--- src/design/sar_adc_consts.vh ---
// Constants and field layouts for the successive-approximation converter sequencer
// Contract
// - Convert sampled input to ten-bit code by successive approximation into result registers.
// - Channel select field picks the input routed to the single sample-and-hold.
// - Reference select picks supply or external pin; negative reference is ground.
// - Clock select: 000 /2, 100 /4, 001 /8, 101 /16, 010 /32, 110 /64, x11 RC.
// - One bit period per conversion clock; full conversion takes eleven bit periods.
// - Divided clocks follow the system clock; RC source runs independently.
// - Completion flag sets at every conversion end regardless of interrupt enable.
// - Hardware never clears the completion flag; software clears it.
// - Interrupt request when completion flag and its enable are both set, even asleep.
// - Conversion interrupt during sleep wakes the device.
// - Justify select stores the result left or right justified.
// - Converter runs only while enabled; writing go starts a conversion.
// - On completion: clear go, set flag, load new result.
// - Clearing go early stops conversion; result keeps previous value.
// - After abort, hold off two bit periods, then restart acquisition automatically.
// - Reset restores registers, turns converter off, ends any conversion.
// - With RC clock, start is delayed one extra instruction cycle after go.
// - With system clock, sleep aborts conversion and powers off, enable stays set.
// - Left justified: high holds bits nine to two, low top bits one and zero.
`ifndef SAR_ADC_CONSTS_VH
`define SAR_ADC_CONSTS_VH

`define RESULT_BITS_W      10
`define CHAN_SEL_W         4
`define CLK_SEL_W          3
`define CONV_BIT_PERIODS   4'd11
`define ABORT_HOLD_PERIODS 2'd2
`define INSTR_CYCLE_CLKS   3'd4
`define RESULT_RST         8'h00
`define CLK_SEL_RC_LO      2'b11
`define JUSTIFY_LEFT       1'b0

`endif

--- src/design/conv_clock_gen.v ---
// Conversion clock tick generator: system divider or registered RC tick
`timescale 1ns/1ps
module conv_clock_gen #(
    parameter DIV_W = 6
) (
    // Clock and reset
    input  wire       clk,
    input  wire       rst,
    // Control
    input  wire       restart,
    input  wire [2:0] clk_sel,
    input  wire       rc_tick,
    // Bit-period tick
    output reg        tick
);
`include "sar_adc_consts.vh"

    reg  [DIV_W-1:0] div_reg;
    reg  [DIV_W-1:0] limit;

    // Divide ratio from select code, bit 2 doubles each step
    always @* begin
        case (clk_sel[1:0])
            2'b00:   limit = clk_sel[2] ? 6'd3  : 6'd1;
            2'b01:   limit = clk_sel[2] ? 6'd15 : 6'd7;
            2'b10:   limit = clk_sel[2] ? 6'd63 : 6'd31;
            default: limit = 6'd0;
        endcase
    end

    // Divider follows clk so period tracks system frequency
    always @(posedge clk) begin
        if (rst || restart) begin
            div_reg <= {DIV_W{1'b0}};
            tick    <= 1'b0;
        end else if (clk_sel[1:0] == `CLK_SEL_RC_LO) begin
            div_reg <= {DIV_W{1'b0}};
            tick    <= rc_tick;             // RC ticks are independent
        end else if (div_reg == limit) begin
            div_reg <= {DIV_W{1'b0}};
            tick    <= 1'b1;
        end else begin
            div_reg <= div_reg + 6'd1;
            tick    <= 1'b0;
        end
    end
endmodule // conv_clock_gen

--- src/design/sar_step.v ---
// Successive-approximation register: one trial bit per bit period
`timescale 1ns/1ps
module sar_step #(
    parameter W = 10
) (
    // Clock and reset
    input  wire         clk,
    input  wire         rst,
    // Control
    input  wire         load,
    input  wire         step,
    input  wire         comp_in,
    // Trial code to the DAC and state
    output reg  [W-1:0] code,
    output reg  [W-1:0] trial_bit
);

    // Keep bit when comparator says input above trial, then try next
    always @(posedge clk) begin
        if (rst) begin
            code      <= {W{1'b0}};
            trial_bit <= {W{1'b0}};
        end else if (load) begin
            code      <= {1'b1, {(W-1){1'b0}}};
            trial_bit <= {1'b1, {(W-1){1'b0}}};
        end else if (step && (trial_bit != {W{1'b0}})) begin
            code      <= (comp_in ? code : (code & ~trial_bit)) | (trial_bit >> 1);
            trial_bit <= trial_bit >> 1;
        end
    end
endmodule // sar_step

--- src/design/sar_adc_sequencer.v ---
// Sequencer for a ten-bit successive-approximation converter
`timescale 1ns/1ps
module sar_adc_sequencer (
    // Clock and reset
    input  wire       clk,
    input  wire       rst,
    // Configuration written by software
    input  wire       converter_enable,
    input  wire       go_set,
    input  wire       go_clear,
    input  wire       result_justify_sel,
    input  wire       pos_ref_sel,
    input  wire [3:0] input_channel_sel,
    input  wire [2:0] conv_clock_sel,
    input  wire       conv_complete_irq_en,
    input  wire       flag_clear,
    // Device state
    input  wire       sleep_active,
    // Analog side
    input  wire       rc_osc_tick,
    input  wire       comparator_out,
    // Analog controls
    output reg  [3:0] mux_channel,
    output reg        ref_pin_sel,
    output reg        sample_closed,
    output reg  [9:0] dac_code,
    output reg        analog_on,
    // Status to software
    output reg        go_busy,
    output reg        conv_complete_flag,
    output reg        conv_irq,
    output reg        wake_req,
    output reg  [7:0] result_high,
    output reg  [7:0] result_low
);
`include "sar_adc_consts.vh"

    // ------------------------------------------------------------
    // States
    // ------------------------------------------------------------
    localparam [4:0] ST_IDLE  = 5'b00001;
    localparam [4:0] ST_DELAY = 5'b00010;
    localparam [4:0] ST_CONV  = 5'b00100;
    localparam [4:0] ST_HOLD  = 5'b01000;
    localparam [4:0] ST_SLEEP = 5'b10000;

    reg  [4:0] state_reg;
    reg  [3:0] period_reg;
    reg  [2:0] instr_reg;
    reg        div_restart;
    wire       tick;
    wire [9:0] sar_code;
    wire [9:0] sar_trial;
    wire       rc_sel;
    wire       abort_req;
    wire       start_req;
    wire       last_period;
    wire       conv_tick;
    wire [9:0] final_code;

    assign rc_sel      = (conv_clock_sel[1:0] == `CLK_SEL_RC_LO);
    // Go is honoured only while the converter is enabled
    assign start_req   = go_set && converter_enable;
    // Disable or go cleared by software ends a running conversion
    assign abort_req   = go_clear || !converter_enable;
    assign last_period = (period_reg == `CONV_BIT_PERIODS - 4'd1);
    // A tick beside the restart pulse is stale from the free-running divider
    assign conv_tick   = tick && !div_restart;
    // Last trial is decided at the final tick, so bit zero is settled
    assign final_code  = comparator_out ? sar_code : (sar_code & ~sar_trial);

    // ------------------------------------------------------------
    // Clock and SAR datapath
    // ------------------------------------------------------------
    conv_clock_gen #(
        .DIV_W (6)
    ) u_clk (
        .clk     (clk),
        .rst     (rst),
        .restart (div_restart),
        .clk_sel (conv_clock_sel),
        .rc_tick (rc_osc_tick),
        .tick    (tick)
    );

    sar_step #(
        .W (`RESULT_BITS_W)
    ) u_sar (
        .clk       (clk),
        .rst       (rst),
        .load      (div_restart),
        .step      (conv_tick && (state_reg == ST_CONV) && (period_reg != 4'd0)),
        .comp_in   (comparator_out),
        .code      (sar_code),
        .trial_bit (sar_trial)
    );

    // ------------------------------------------------------------
    // Sequencer
    // ------------------------------------------------------------
    // Divider restart pulse lines up with conversion start
    always @(posedge clk) begin
        if (rst) begin
            div_restart <= 1'b0;
        end else begin
            div_restart <= ((state_reg == ST_IDLE) && start_req && !rc_sel) ||
                           ((state_reg == ST_DELAY) && (instr_reg == 3'd1));
        end
    end

    // Main sequence: idle, optional RC delay, eleven periods, abort hold
    always @(posedge clk) begin
        if (rst) begin
            state_reg  <= ST_IDLE;
            period_reg <= 4'd0;
            instr_reg  <= 3'd0;
            go_busy    <= 1'b0;
            result_high <= `RESULT_RST;
            result_low  <= `RESULT_RST;
        end else begin
            case (state_reg)
                ST_IDLE: begin
                    period_reg <= 4'd0;
                    if (sleep_active && !rc_sel && converter_enable) begin
                        state_reg <= ST_SLEEP;
                    end else if (start_req) begin
                        go_busy <= 1'b1;
                        if (rc_sel) begin
                            // Extra instruction cycle lets sleep execute
                            instr_reg <= `INSTR_CYCLE_CLKS;
                            state_reg <= ST_DELAY;
                        end else begin
                            state_reg <= ST_CONV;
                        end
                    end
                end
                ST_DELAY: begin
                    if (abort_req) begin
                        go_busy   <= 1'b0;
                        state_reg <= ST_HOLD;
                    end else if (instr_reg == 3'd1) begin
                        state_reg <= ST_CONV;
                    end else begin
                        instr_reg <= instr_reg - 3'd1;
                    end
                end
                ST_CONV: begin
                    if (abort_req || (sleep_active && !rc_sel)) begin
                        // Result left untouched on abort
                        go_busy    <= 1'b0;
                        period_reg <= 4'd0;
                        state_reg  <= (sleep_active && !rc_sel) ? ST_SLEEP : ST_HOLD;
                    end else if (conv_tick) begin
                        if (last_period) begin
                            // Eleven bit periods done
                            go_busy   <= 1'b0;
                            state_reg <= ST_IDLE;
                            if (result_justify_sel == `JUSTIFY_LEFT) begin
                                result_high <= final_code[9:2];
                                result_low  <= {final_code[1:0], 6'h00};
                            end else begin
                                result_high <= {6'h00, final_code[9:8]};
                                result_low  <= final_code[7:0];
                            end
                        end else begin
                            period_reg <= period_reg + 4'd1;
                        end
                    end
                end
                ST_HOLD: begin
                    // Two bit periods before acquisition resumes
                    if (tick) begin
                        if (period_reg == {2'b00, `ABORT_HOLD_PERIODS} - 4'd1) begin
                            period_reg <= 4'd0;
                            state_reg  <= ST_IDLE;
                        end else begin
                            period_reg <= period_reg + 4'd1;
                        end
                    end
                end
                ST_SLEEP: begin
                    // Powered down but enable left set until wake
                    go_busy <= 1'b0;
                    if (!sleep_active || !converter_enable) begin
                        state_reg <= ST_IDLE;
                    end
                end
                default: begin
                    state_reg <= ST_IDLE;
                end
            endcase
        end
    end

    // ------------------------------------------------------------
    // Completion flag, interrupt and wake
    // ------------------------------------------------------------
    // Set wins over a software clear in the same cycle
    always @(posedge clk) begin
        if (rst) begin
            conv_complete_flag <= 1'b0;
        end else if ((state_reg == ST_CONV) && conv_tick && last_period && !abort_req &&
                     !(sleep_active && !rc_sel)) begin
            conv_complete_flag <= 1'b1;
        end else if (flag_clear) begin
            conv_complete_flag <= 1'b0;
        end
    end

    // Request follows flag and enable, awake or asleep
    always @(posedge clk) begin
        if (rst) begin
            conv_irq <= 1'b0;
            wake_req <= 1'b0;
        end else begin
            conv_irq <= conv_complete_flag && conv_complete_irq_en;
            wake_req <= conv_complete_flag && conv_complete_irq_en && sleep_active;
        end
    end

    // ------------------------------------------------------------
    // Analog controls
    // ------------------------------------------------------------
    // Mux and reference follow software; sample closed while acquiring
    always @(posedge clk) begin
        if (rst) begin
            mux_channel   <= 4'h0;
            ref_pin_sel   <= 1'b0;
            sample_closed <= 1'b0;
            dac_code      <= 10'h000;
            analog_on     <= 1'b0;
        end else begin
            mux_channel   <= input_channel_sel;
            ref_pin_sel   <= pos_ref_sel;
            analog_on     <= converter_enable && (state_reg != ST_SLEEP);
            sample_closed <= converter_enable && ((state_reg == ST_IDLE) ||
                             (state_reg == ST_DELAY));
            dac_code      <= sar_code;
        end
    end

endmodule // sar_adc_sequencer

--- config.mk ---
export PLATFORM = sky130hd
export DESIGN_NAME = sar_adc_sequencer
export DESIGN_NICKNAME = d
export VERILOG_FILES = /design/src/design/conv_clock_gen.v /design/src/design/sar_step.v /design/src/design/sar_adc_sequencer.v
export VERILOG_INCLUDE_DIRS = /design/src /design/src/design
export SDC_FILE = /design/constraint.sdc
export NUM_CORES = 1
export LEC_CHECK = 0
export ABC_CLOCK_PERIOD_IN_PS = 2300
export BUFFER_PORTS_ARGS = -buffer_cell sky130_fd_sc_hd__buf_2
export CAP_MARGIN = 20
export CORE_ASPECT_RATIO = 1.2
export CORE_MARGIN = 2
export CORE_UTILIZATION = 56
export DETAILED_ROUTE_END_ITERATION = 16
export PLACE_DENSITY = 0.79
export RECOVER_POWER = 25
export SYNTH_ARGS = -nofsm -noshare
export SYNTH_HDL_FRONTEND = slang
export SYNTH_SLANG_ARGS = --single-unit
--- constraint.sdc ---
create_clock -name clk -period 2.3 [get_ports clk]
set_input_delay 0.345 -clock clk [delete_from_list [all_inputs] [get_ports clk]]
set_output_delay 0.345 -clock clk [all_outputs]
set_load 0.1 [all_outputs]
==> flow_summary_export.csv <==
group,metric,value,unit
run_status,status,"complete, but fails checks",
run_status,violations,"max-capacitance violations, max-slew violations",
cts,postCtsResizedCells,0,
die,fp.dieW,75.3,um
sta,hold_violations,0,
route,avgRoutedWirePerCell,13.8,um
cts,cts.path.max_buffers,2,
yosys,synth_nets,426,
hold_path,whs_path_depth,2,
worst_setup_path,critPathRequiredTime,2.55,ns
sta,setup_viol,0,
final_layout,fin_cells,534,
place,hpwl,5280,um
global_route,grt_max_degree,43,
sta,drv_slew,43,
route,via_per_inst,5.47,
yosys,synth_ff_type,"dfxtp_1",
sta,fin_crit_sh,86.4,%
yosys,synth_edf_count,0,
power,leakage,1.53,nW
yosys,synth_seq_cells,77,
cts,tritoncts,"done",
yosys,syn_area,3420,um2
die,rows,31,
yosys,post-synth-top-count-cell,"dfxtp_1",
global_route,grt_pass1_wl,11700,um
final_layout,drive_gt1_share,16.4,%
yosys,synth_area_leaders,"dfxtp_1, nor2_1, nand2_1",
yosys,yosys.area.top_type,"dfxtp_1",
route,first_iter_violations,198,
sta,holdWs,0.204,ns
place,dpl_worst_slack,0.215,ns
sta,relSlewSlack,-22.4,%
worst_setup_path,critical_path_class,"reg2reg",
worst_setup_path,cp-end-kind,"register",
worst_setup_path,start_kind,"register",
yosys,synth_common_cells,"dfxtp_1, nor2_1, nand2_1, a21oi_1, inv_1",
route,first_pass_iters,4,
route,drc,0,
die,fp.coreArea,5970,um2
power,powerDensity,810,nW/um2
sta,fin_crit,1.99,ns
cts,clock_latency,0.34,ns
route,routed_wl,7390,um
yosys,syn_avg_cell_area,8.65,um2
route,dr_total_vias,2923,
cts,htree_levels,3,
place,placed_cell_area,3730,um2
final_layout,num_antenna_cells,0,
sta,tns,0,ns
final_layout,largestRegisters,"dac_code: 10 flops, u_sar.code: 10 flops, u_sar.trial_bit: 10 flops",
die,die_height,89.6,um
sta,skew,0.00949,ns
place,io_buffers,55,
cts,clock_sinks,77,
place,globalplace.congestion,0.881,
yosys,ys_types,54,
final_layout,fin_nets,478,
global_route,overflow,0,
worst_setup_path,r2r_cells,7,
global_route,antenna_found_initial,0,
worst_setup_path,cp.arrival,2.24,ns
die,die-area,6740,um2
die,ioPinCount,56,
die,start_util,57.2,%
yosys,syn_inst,395,
worst_setup_path,cp_max_fo,15,
sta,rsz0062_at_grt,"false",
global_route,track_usage,22.5,%
sta,clock.fmax,0.503,GHz
flow_run,cap_viol_max_count,1,
cts,ctsHoldBuffers,0,
yosys,seq_area_frac_synth,45.1,%
yosys,synth-warning-count,0,
sta,setup_slack,0.312,ns
cts,post_cts_buffers,0,
cts,cts_root_buf,"clkbuf_8",
yosys,synth_top_area_share,45.1,%
place,dp_cells,518,
route,ant_nets,0,
power,peakVddDrop,511,uV
yosys,synthArstFlopShare,0,%
final_layout,final_area,3930,um2
final_layout,area_delta_synth_final,14.9,%
hold_path,hold_class,"in2reg",
cts,clk_pin_slew_worst_paths,0.08,ns
sta,worstMarginPinSlew,1.84,ns
cts,cts_made_buffers,9,
global_route,first_global_vias,2613,
==> final timing paths <==
path / start / slack [ns] / to
setup / recovery: period_reg[0]$_SDFFE_PP0P_ / 0.31 / result_high[4]$_SDFFE_PP0P_
hold / removal: input_channel_sel[0] / 0.20 / mux_channel[0]$_SDFF_PP0_
setup reg to reg: period_reg[0]$_SDFFE_PP0P_ / 0.31 / result_high[4]$_SDFFE_PP0P_
hold reg to reg: result_high[5]$_SDFFE_PP0P_ / 0.46 / result_high[5]$_SDFFE_PP0P_
==> power by group <==
group | switching [mW] | internal (mW)
Combinational | 0.385 | 0.213
Clock | 0.497 | 0.612
Sequential | 0.0846 | 1.39
Total | 0.967 | 2.21
==> area by class of cell <==
class / instances / area, um2
fill: 523 / 2050
multi-input combinational: 277 / 1680
sequential: 77 / 1540
timing repair buffer: 61 / 304
clock buffer: 10 / 128
tap: 82 / 103
clock inverter: 6 / 87.6
inverter: 21 / 78.8
==> through the flow <==
step | utilization, % | power, mW
6_report | 65.7 | 3.18
5_1_grt | 65.7 | 3.33
4_1_cts | 66.0 | 3.19
3_5_place_dp | 62.4 | 2.09
3_3_place_gp | 62.4 | 2.08
2_1_floorplan | - | 1.99
==> worst max-delay path: stages, from the launching register on <==
cell and delay, ns:
dfxtp_1 0.36, inv_1 0.10, ha_1 0.14, and3b_1 0.16, nand3_1 0.16, or2_1 0.42
or3_1 0.40, a21oi_1 0.14
==> per-layer routing <==
metal	global-route usage (%)	up-vias	share of wire, %
li1	-	1456	-
met1	27.0	1337	41
met2	36.1	107	49
met3	5.41	23	5.5
met4	13.4	0	4.0
met5	0	-	0
==> placed cells by master (no fill, tap or decap), types with 11 or more instances in the layout <==
cell,synthesis,routed
a21oi_1,29,29
buf_2,3,45
clkbuf_1,12,12
dfxtp_1,77,77
ha_1,12,12
inv_1,20,20
nand2_1,43,43
nand3_1,14,14
nor2_1,44,44
nor2b_1,17,17
nor3_1,11,11
o21ai_0,15,15
==> cells by family (layout without fill, tap and decap cells) <==
family	after synthesis	in the layout	share of synthesized area, %
fa+ha+maj	12	12	4.40
flops	77	77	45.1
xor+xnor	13	13	3.33
mux	8	8	2.38
simple gates	171	171	26.2
compound gates	73	73	12.9
buf+inv	41	98	5.60
Note: power is estimated with default switching activity, not from simulation.
